`config.mk`:
```
export PLATFORM = sky130hd
export DESIGN_NAME = ims_top
export DESIGN_NICKNAME = d
export VERILOG_FILES = /design/src/core/ims_latch.v /design/src/core/ims_top.v
export VERILOG_INCLUDE_DIRS = /design/src /design/src/core
export SDC_FILE = /design/constraint.sdc
export NUM_CORES = 1
export LEC_CHECK = 0
export BUFFER_PORTS_ARGS = -buffer_cell sky130_fd_sc_hd__buf_2
export CORE_UTILIZATION = 30
export CTS_CLUSTER_DIAMETER = 30
export DETAILED_ROUTE_END_ITERATION = 10
export PLACE_DENSITY_LB_ADDON = 0.12
export SETUP_SLACK_MARGIN = 0.4
export SLEW_MARGIN = 20
export SYNTH_ARGS = -nofsm -noshare
export SYNTH_HDL_FRONTEND = slang
export SYNTH_SLANG_ARGS = --single-unit
```
`constraint.sdc`:
```
create_clock -name clk_i -period 3.2 [get_ports clk_i]
set_clock_uncertainty 0.15 [all_clocks]
set_input_delay 0.32 -clock clk_i [delete_from_list [all_inputs] [get_ports clk_i]]
set_output_delay 0.32 -clock clk_i [all_outputs]
set_load 0.01 [all_outputs]
```
`src/core/ims_regs.vh`:
```
// Register offsets, field positions, reset values and constants of the interrupt mode select block.
`ifndef IMS_REGS_VH
`define IMS_REGS_VH

`define IMS_OFF_CTRL      8'h00
`define IMS_OFF_SPACING   8'h04
`define IMS_OFF_PEND      8'h08
`define IMS_OFF_MASK      8'h0C
`define IMS_OFF_MODE      8'h10
`define IMS_OFF_VECTOR    8'h14
`define IMS_OFF_IRQ_STAT  8'h18
`define IMS_OFF_IRQ_MASK  8'h1C

`define IMS_CTRL_BOOTSEL  0
`define IMS_CTRL_VECSEL   1
`define IMS_CTRL_GLBEN    2
`define IMS_CTRL_EXCLVL   3
`define IMS_CTRL_ERRLVL   4
`define IMS_CTRL_RST      5'h01

`define IMS_MODE_COMPAT   2'h0
`define IMS_MODE_VECT     2'h1
`define IMS_MODE_EXT      2'h2

`define IMS_VEC_GENERAL   12'h180
`define IMS_VEC_SPECIAL   12'h200

`define IMS_EV_RAISE      0
`define IMS_EV_MODECHG    1

`endif

```
`src/core/ims_latch.v`:
```
// Holding register that keeps a value stable while a request is raised.
`default_nettype none

module ims_latch #(
    parameter WIDTH = 16
) (
    // Clock and reset.
    input wire clk_i,
    input wire rst_n_i,
    // Capture side.
    input wire load_i,
    input wire [WIDTH-1:0] data_i,
    // Held value.
    output wire [WIDTH-1:0] data_o
);

reg [WIDTH-1:0] hold_ff;

always @(posedge clk_i or negedge rst_n_i)
begin
    if (!rst_n_i)
    begin
        hold_ff <= {WIDTH{1'b0}};
    end
    else if (load_i)
    begin
        hold_ff <= data_i;
    end
end

assign data_o = hold_ff;

endmodule

`default_nettype wire

```
`src/core/ims_top.v`:
```
// Interrupt mode selection, masking, priority encoding and vector latching with an AXI4-Lite register port.
//
// Notes on behaviour
// - Compatibility mode when boot vector set, vector select clear, or spacing zero.
// - Vectored mode needs boot select 0, vector select 1, spacing nonzero, vectored present, no external.
// - External mode needs boot select 0, vector select 1, spacing nonzero, controller present.
// - Compatibility dispatch offset 0x180 when vector select is 0, 0x200 when 1.
// - Vectored mode presence always reads as one.
// - External controller presence follows a static system input.
// - Reset leaves the block in compatibility mode.
// - Spacing cannot hold nonzero when no optional mode exists.
// - Two software requests and eight hardware inputs; the timer arrives merged onto hardware line 5.
// - Pending AND mask, gated by enable with exception and error levels clear.
// - Vectored priority: hardware 7 highest to software 0, vectors 9 to 0.
// - Vector offset latched when request raised, stable if request withdrawn.
// - External mode exports software, timer, counter and debug request states.
`default_nettype none
`include "ims_regs.vh"

module ims_top #(
    parameter OPT_MODE_PRESENT = 1
) (
    // Clock and reset.
    input wire clk_i,
    input wire rstn_i,
    // Interrupt sources.
    input wire [7:0] hw_irq_i,
    input wire timer_irq_i,
    input wire perf_irq_i,
    input wire fdc_irq_i,
    input wire ext_ctrl_present_in_i,
    // Pipeline side.
    input wire irq_ack_i,
    output wire irq_req_o,
    output wire [11:0] vector_offset_o,
    output wire [1:0] mode_o,
    // Exports to the external controller.
    output wire [1:0] ext_sw_irq_o,
    output wire ext_timer_irq_o,
    output wire ext_perf_irq_o,
    output wire ext_fdc_irq_o,
    // Block interrupt.
    output wire irq_o,
    // AXI4-Lite slave.
    input wire [7:0] s_axi_awaddr,
    input wire s_axi_awvalid,
    output wire s_axi_awready,
    input wire [31:0] s_axi_wdata,
    input wire [3:0] s_axi_wstrb,
    input wire s_axi_wvalid,
    output wire s_axi_wready,
    output wire [1:0] s_axi_bresp,
    output wire s_axi_bvalid,
    input wire s_axi_bready,
    input wire [7:0] s_axi_araddr,
    input wire s_axi_arvalid,
    output wire s_axi_arready,
    output wire [31:0] s_axi_rdata,
    output wire [1:0] s_axi_rresp,
    output wire s_axi_rvalid,
    input wire s_axi_rready
);

////////////////////////////////////////////////////////////////////////////////
reg rst_sync1_ff;
reg rst_sync2_ff;
wire rst_n;

always @(posedge clk_i or negedge rstn_i)
begin
    if (!rstn_i)
    begin
        rst_sync1_ff <= 1'b0;
        rst_sync2_ff <= 1'b0;
    end
    else
    begin
        rst_sync1_ff <= 1'b1;
        rst_sync2_ff <= rst_sync1_ff;
    end
end

assign rst_n = rst_sync2_ff;

////////////////////////////////////////////////////////////////////////////////
reg [4:0] ctrl_ff;
reg [4:0] spacing_ff;
reg [1:0] sw_pend_ff;
reg [9:0] mask_ff;
reg [1:0] irq_stat_ff;
reg [1:0] irq_mask_ff;
reg [1:0] prev_mode_ff;
reg req_ff;

wire boot_vector_select = ctrl_ff[`IMS_CTRL_BOOTSEL];
wire interrupt_vector_select = ctrl_ff[`IMS_CTRL_VECSEL];
wire global_int_enable = ctrl_ff[`IMS_CTRL_GLBEN];
wire exception_level = ctrl_ff[`IMS_CTRL_EXCLVL];
wire error_level = ctrl_ff[`IMS_CTRL_ERRLVL];
wire vectored_mode_present = 1'b1;
wire ext_ctrl_present = ext_ctrl_present_in_i;
wire spacing_nz = (spacing_ff != 5'h00);

// The timer is not folded in here; the system merges it onto hardware line 5.
wire [9:0] pending_interrupt_bits = {hw_irq_i, sw_pend_ff};

////////////////////////////////////////////////////////////////////////////////
reg [1:0] mode;

always @*
begin
    // Decoded every cycle so a field write affects the next evaluation.
    if (boot_vector_select || !interrupt_vector_select || !spacing_nz)
    begin
        mode = `IMS_MODE_COMPAT;
    end
    else if (ext_ctrl_present)
    begin
        mode = `IMS_MODE_EXT;
    end
    else if (vectored_mode_present)
    begin
        mode = `IMS_MODE_VECT;
    end
    else
    begin
        mode = `IMS_MODE_COMPAT;
    end
end

wire vectored_mode = (mode == `IMS_MODE_VECT);
wire external_ctrl_mode = (mode == `IMS_MODE_EXT);

wire [9:0] masked = pending_interrupt_bits & mask_ff;
wire int_enabled = global_int_enable && !exception_level && !error_level;
wire int_signal = (|masked) && int_enabled && !external_ctrl_mode;

reg [3:0] vec_num;
integer i;

always @*
begin
    vec_num = 4'h0;
    // Scan upward so the highest line overwrites lower ones.
    for (i = 0; i < 10; i = i + 1)
    begin
        if (masked[i])
        begin
            vec_num = i[3:0];
        end
    end
end

reg [11:0] offset_calc;

always @*
begin
    if (vectored_mode)
    begin
        // Vector spacing is in units of 32 bytes above the special vector.
        offset_calc = `IMS_VEC_SPECIAL + (({8'h00, vec_num} * {7'h00, spacing_ff}) << 5);
    end
    else if (interrupt_vector_select)
    begin
        offset_calc = `IMS_VEC_SPECIAL;
    end
    else
    begin
        offset_calc = `IMS_VEC_GENERAL;
    end
end

wire raise = int_signal && !req_ff;

ims_latch #(
    .WIDTH(12)
) i_ims_latch (
    .clk_i(clk_i),
    .rst_n_i(rst_n),
    .load_i(raise),
    .data_i(offset_calc),
    .data_o(vector_offset_o)
);

always @(posedge clk_i or negedge rst_n)
begin
    if (!rst_n)
    begin
        req_ff <= 1'b0;
    end
    else if (raise)
    begin
        req_ff <= 1'b1;
    end
    else if (irq_ack_i)
    begin
        req_ff <= 1'b0;
    end
end

assign irq_req_o = req_ff;
assign mode_o = mode;
assign ext_sw_irq_o = external_ctrl_mode ? sw_pend_ff : 2'h0;
assign ext_timer_irq_o = external_ctrl_mode & timer_irq_i;
assign ext_perf_irq_o = external_ctrl_mode & perf_irq_i;
assign ext_fdc_irq_o = external_ctrl_mode & fdc_irq_i;

////////////////////////////////////////////////////////////////////////////////
reg [7:0] awaddr_ff;
reg aw_have_ff;
reg [31:0] wdata_ff;
reg [3:0] wstrb_ff;
reg w_have_ff;
reg bvalid_ff;
reg [1:0] bresp_ff;
reg rvalid_ff;
reg [31:0] rdata_ff;
reg [1:0] rresp_ff;

assign s_axi_awready = !aw_have_ff && !bvalid_ff;
assign s_axi_wready = !w_have_ff && !bvalid_ff;
assign s_axi_bvalid = bvalid_ff;
assign s_axi_bresp = bresp_ff;
assign s_axi_arready = !rvalid_ff;
assign s_axi_rvalid = rvalid_ff;
assign s_axi_rdata = rdata_ff;
assign s_axi_rresp = rresp_ff;

wire do_write = aw_have_ff && w_have_ff && !bvalid_ff;
wire wr_ctrl = do_write && (awaddr_ff == `IMS_OFF_CTRL) && wstrb_ff[0];
wire wr_spc = do_write && (awaddr_ff == `IMS_OFF_SPACING) && wstrb_ff[0];
wire wr_pend = do_write && (awaddr_ff == `IMS_OFF_PEND) && wstrb_ff[0];
wire wr_mask = do_write && (awaddr_ff == `IMS_OFF_MASK);
wire wr_istat = do_write && (awaddr_ff == `IMS_OFF_IRQ_STAT) && wstrb_ff[0];
wire wr_imask = do_write && (awaddr_ff == `IMS_OFF_IRQ_MASK) && wstrb_ff[0];
wire wr_known = (awaddr_ff <= `IMS_OFF_IRQ_MASK) && (awaddr_ff[1:0] == 2'h0);

always @(posedge clk_i or negedge rst_n)
begin
    if (!rst_n)
    begin
        awaddr_ff <= 8'h00;
        aw_have_ff <= 1'b0;
        wdata_ff <= 32'h00000000;
        wstrb_ff <= 4'h0;
        w_have_ff <= 1'b0;
        bvalid_ff <= 1'b0;
        bresp_ff <= 2'h0;
    end
    else
    begin
        if (s_axi_awvalid && s_axi_awready)
        begin
            awaddr_ff <= s_axi_awaddr;
            aw_have_ff <= 1'b1;
        end
        if (s_axi_wvalid && s_axi_wready)
        begin
            wdata_ff <= s_axi_wdata;
            wstrb_ff <= s_axi_wstrb;
            w_have_ff <= 1'b1;
        end
        if (do_write)
        begin
            aw_have_ff <= 1'b0;
            w_have_ff <= 1'b0;
            bvalid_ff <= 1'b1;
            bresp_ff <= wr_known ? 2'h0 : 2'h3;
        end
        else if (bvalid_ff && s_axi_bready)
        begin
            bvalid_ff <= 1'b0;
        end
    end
end

////////////////////////////////////////////////////////////////////////////////
wire [1:0] events;
assign events[`IMS_EV_RAISE] = raise;
assign events[`IMS_EV_MODECHG] = (mode != prev_mode_ff);

always @(posedge clk_i or negedge rst_n)
begin
    if (!rst_n)
    begin
        ctrl_ff <= `IMS_CTRL_RST;
        spacing_ff <= 5'h00;
        sw_pend_ff <= 2'h0;
        mask_ff <= 10'h000;
        irq_mask_ff <= 2'h0;
        irq_stat_ff <= 2'h0;
        prev_mode_ff <= `IMS_MODE_COMPAT;
    end
    else
    begin
        prev_mode_ff <= mode;
        if (wr_ctrl)
        begin
            ctrl_ff <= wdata_ff[4:0];
        end
        if (wr_spc)
        begin
            // Spacing stays zero without an optional mode present.
            spacing_ff <= (OPT_MODE_PRESENT != 0) ? wdata_ff[4:0] : 5'h00;
        end
        if (wr_pend)
        begin
            sw_pend_ff <= wdata_ff[1:0];
        end
        if (wr_mask)
        begin
            mask_ff <= wdata_ff[9:0];
        end
        if (wr_imask)
        begin
            irq_mask_ff <= wdata_ff[1:0];
        end
        // A new event wins over a simultaneous write-one clear.
        irq_stat_ff <= (irq_stat_ff & ~(wr_istat ? wdata_ff[1:0] : 2'h0)) | events;
    end
end

assign irq_o = |(irq_stat_ff & irq_mask_ff);

////////////////////////////////////////////////////////////////////////////////
reg [31:0] rd_mux;
reg rd_ok;

always @*
begin
    rd_ok = 1'b1;
    case (s_axi_araddr)
        `IMS_OFF_CTRL: rd_mux = {27'h0, ctrl_ff};
        `IMS_OFF_SPACING: rd_mux = {27'h0, spacing_ff};
        `IMS_OFF_PEND: rd_mux = {22'h0, pending_interrupt_bits};
        `IMS_OFF_MASK: rd_mux = {22'h0, mask_ff};
        `IMS_OFF_MODE: rd_mux = {28'h0, ext_ctrl_present, vectored_mode_present, mode};
        `IMS_OFF_VECTOR: rd_mux = {15'h0, req_ff, vec_num, vector_offset_o};
        `IMS_OFF_IRQ_STAT: rd_mux = {30'h0, irq_stat_ff};
        `IMS_OFF_IRQ_MASK: rd_mux = {30'h0, irq_mask_ff};
        default:
        begin
            rd_mux = 32'h00000000;
            rd_ok = 1'b0;
        end
    endcase
end

always @(posedge clk_i or negedge rst_n)
begin
    if (!rst_n)
    begin
        rvalid_ff <= 1'b0;
        rdata_ff <= 32'h00000000;
        rresp_ff <= 2'h0;
    end
    else if (s_axi_arvalid && s_axi_arready)
    begin
        rvalid_ff <= 1'b1;
        rdata_ff <= rd_mux;
        rresp_ff <= rd_ok ? 2'h0 : 2'h3;
    end
    else if (rvalid_ff && s_axi_rready)
    begin
        rvalid_ff <= 1'b0;
    end
end

endmodule

`default_nettype wire

```
==> run summary <==
The run finished, with violations left. The final reports fail on setup timing. At the pin with the least slew margin, the transition time is 0.653 ns.

The power per standard cell area was 600 nW/um^2. In the finished design, the share of the clock period the worst path needs comes to 119%. For the maximum ir drop on the vdd rail, the log shows 0.325 mV. The final net count was 581. TritonCTS built the clock tree. The first TritonRoute pass finished after 4 iterations.

Signal routing reaches up to met4. The number of enable flip-flop cells after synthesis is 0, and the number of distinct library cells after synthesis is 46. The site row count came out at 42. After routing the design area is 5420 sq um. In this run, CTS created clock tree buffers numbering 9. The library cells used most frequently in the layout, excluding fill and tap cells, are sky130_fd_sc_hd__buf_2 (88), sky130_fd_sc_hd__dfrtp_1 (78), sky130_fd_sc_hd__nand2_1 (48), sky130_fd_sc_hd__mux2_2 (48), sky130_fd_sc_hd__buf_4 (32).

The root buffer cell chosen for the clock tree is sky130_fd_sc_hd__clkbuf_16. The mapped netlist covers 4210 sq um. After routing, the total negative slack on setup checks comes to -0.779 ns.

For the iteration-0 DRC count of the detailed router, the log shows 120. The run gives 3.25 mW as the total power. The most numerous cell on the critical path is sky130_fd_sc_hd__xnor2_1. Clock tree synthesis found a total of 80 sinks. The clock passes through at most 2 buffers.

The number of instances on the worst hold path was 2; the fmax was 0.262 GHz. Nature of the critical path startpoint: a flop. Once detail routing completed, the nets flagged for antenna violations numbered 0.

Averaged over all synthesized cells, the footprint is 11.3 sq um. The total number of vias is 3,114, and the worst-case register-to-register setup slack is -0.62 ns. Data on the critical path arrives at its endpoint at 3.90 ns.

In this design, the stage delay of the slowest critical-path cell is 0.49 ns. After detailed routing, the wire length on met1 is 4.95 mm. Input and output buffers added on the ports amount to 88. The Yosys step of the flow raised 0 warnings. The critical path starts at mask_ff[5]. By area the synthesized netlist is led by sky130_fd_sc_hd__dfrtp_1 (47%), sky130_fd_sc_hd__mux2_2 (13%), sky130_fd_sc_hd__nand2_1 (4.4%).

Critical path buffer and inverter count: 1. The tool flagged a number of max-cap violations equal to 0. The clock slew seen by the registers of the worst setup and hold paths came out at 0.06 ns. After detailed placement, the total cell area comes to 5020 sq um.

After detailed routing, the met2 layer carries 4.54 mm of wire. The logs give 47.6% for the sequential element share of the synthesized area and 0 for the antenna diode instance count. The run gives 0.35 ns as the insertion delay of the later-clocked pin in the worst-skew pair.

The clock period minus worst slack is 3.82 ns. The run gives 0 as the number of max-slew violations in the final report. Synthesis produced a netlist whose cell count is 372. The startpoint identified for the worst register-to-register timing path is mask_ff[5].

In this run the worst hold path is classified as input pin to flop. Global routing used 15.6% of the available tracks. Dividing the detail-routed wire length by the instance count gives 15.2 um. For the data required time of the worst path, the log shows 3.28 ns. The die covers 14,500 sq um. The worst setup path is of the flop to flop kind.

The worst setup path is captured at a flop. For the placer congestion estimate, the log shows 0.769. Via count of the first global-routing pass: 3,111. Setup violations remaining at the end of the flow were counted as 2.

Walking the worst path, the cells encountered are a22oi_2 > nand2b_1 > a21oi_2 > nand2_1 > fa_1 > inv_2 > fa_1 > ha_1 > a21o_1 > a21oi_2 > xnor2_1 > ha_2 > xnor2_2 > xnor2_1 > xnor2_1 > xnor2_1 > a22o_1. Summed over all instances, the cell type with the most area after synthesis is sky130_fd_sc_hd__dfrtp_1. The library cell used most frequently in the layout, excluding fill and tap cells, is sky130_fd_sc_hd__buf_2. Post-layout worst setup margin: -0.621 ns.

The critical-path maximum fanout came out at 3. During I/O placement, the number of pins put on the boundary was 134. In the synthesized netlist the dominant register cell turns out to be sky130_fd_sc_hd__dfrtp_1. The top cell family by delay on the critical path was adder cells.

The cell depth of the worst flop-to-flop path is 17, and the largest net degree at the start of global routing is 79. In this run the tightest slew margin relative to its limit is 56.4%. Synthesis inferred 80 register bits.

The number of hold violations in the final report is 0, and the async set-reset flop share out of synthesis is 100%. The tools report the starting density of the core as 31.3%. The path with the worst hold slack has its endpoint at s_axi_rvalid.

The remaining global-route overflow came out at 0. The floorplan step set the die height to 120 um. The post-synthesis to final-layout area growth is 28.8%, and the average vias per placed instance is 4.61. The initial antenna violation count is 0, and the proportion of layout cells with a drive suffix above 1 is 43.1%.

The analysis attributes to cell leakage a power of 2.67 nW. The first-pass GRT wire length was 17.0 mm; the die boundary width was 120 um. The H-tree was split into 3 levels.

For the detailed-routed wire length on met3, the log shows 544 um. Worst-path cell with the longest stage delay: sky130_fd_sc_hd__fa_1. The run gives 0 as the post-route DRC violation count.

In this run the critical register-to-register path is captured at i_ims_latch.data_o[11]. Setup repair after global routing could not meet its margin everywhere. The logs give 10.3 mm for the aggregate routed wire length and 7.91 mm for the post-detailed-placement half-perimeter wirelength. The core region is 13,500 sq um. The hold path startpoint was s_axi_rready. The share of Yosys cell area claimed by the top area cell type came out at 47.0%.
area by class of cell:
class / count / area (sq um)
multi-input combinational: 265 / 2080
sequential: 80 / 2010
tap: 176 / 220
timing repair buffer: 124 / 738
clock buffer: 11 / 253
inverter: 14 / 52.6
clock inverter: 5 / 62.6
fill: 1388 / 8040
layer usage:
metal | vias to the layer above | track usage, %
met3 | 17 | 3.35
met4 | 0 | 7.33
met1 | 1484 | 22.3
met2 | 101 | 22.5
met5 | - | 0
li1 | 1512 | -
stage by stage:
stage               hold slack (ns)  instances  util (%)  setup slack (ns)
finish                       0.0163        675      40.3            -0.621
global route                 0.0276        675      40.3            -0.841
CTS                         0.00554        674      40.0            -0.649
detailed placement          -0.0397        654      37.3            -0.723
global placement            -0.0442        654      37.3            -0.637
floorplan                    -0.126        391         -            -0.505
flip-flops by register name, indices dropped and copies added (netlist names), 2 cells and up:
register	cells
s_axi_rdata	17
ctrl_ff	5
wdata_ff	10
prev_mode_ff	2
mask_ff	10
irq_mask_ff	2
awaddr_ff	8
sw_pend_ff	2
i_ims_latch.data_o	7
irq_stat_ff	2
spacing_ff	5
report_power, final:
| part | internal [mW] | total, mW | leakage, nW | switching [mW] |
|---|---|---|---|---|
| Clock | 0.651 | 1.09 | 0.148 | 0.438 |
| Combinational | 0.401 | 0.726 | 1.49 | 0.325 |
| Sequential | 1.22 | 1.43 | 1.03 | 0.214 |
| Total | 2.27 | 3.25 | 2.67 | 0.977 |
worst max-delay path by stage:
stage	endpoint	slack [ns]	depth (start not counted)
after floorplan	i_ims_latch.data_o[11]	-0.51	17
after global placement	i_ims_latch.data_o[11]	-0.64	18
after detailed placement	i_ims_latch.data_o[11]	-0.72	18
after CTS	i_ims_latch.data_o[11]	-0.65	17
after global routing	i_ims_latch.data_o[11]	-0.84	17
final	i_ims_latch.data_o[11]	-0.62	17
cell families after synthesis:
kind of cell / count (synthesis) / synth area share [%]
simple gates: 106 / 13.6
fa+ha+maj: 15 / 5.53
mux: 55 / 16.0
other cells: 2 / 0.179
buf+inv: 46 / 6.13
xor+xnor: 8 / 1.67
flops: 80 / 47.6
compound gates: 60 / 9.28
cells in the mapped netlist (all sizes together), types with 2 or more instances:
library cell  number
dfrtp             79
nand2             50
mux2              48
buf               24
o21ai             21
inv               14
and2              12
a21oi             10
a22oi             10
a22o               9
ha                 9
nor2               9
clkbuf             8
and3               7
xnor2              7
fa                 6
nand2b             6
nor2b              6
mux4               5
nor3               5
a21o               4
nand3              4
conb               2
mux2i              2
repair_timing:
item	CTS	global route
setup endpoints to repair	4	4
buffers inserted	1	0
hold buffers	3	0
pin swaps	1	1
resized for setup	2	2
endpoints found under the hold margin	4	0
Power figures use the tool's default switching activity.
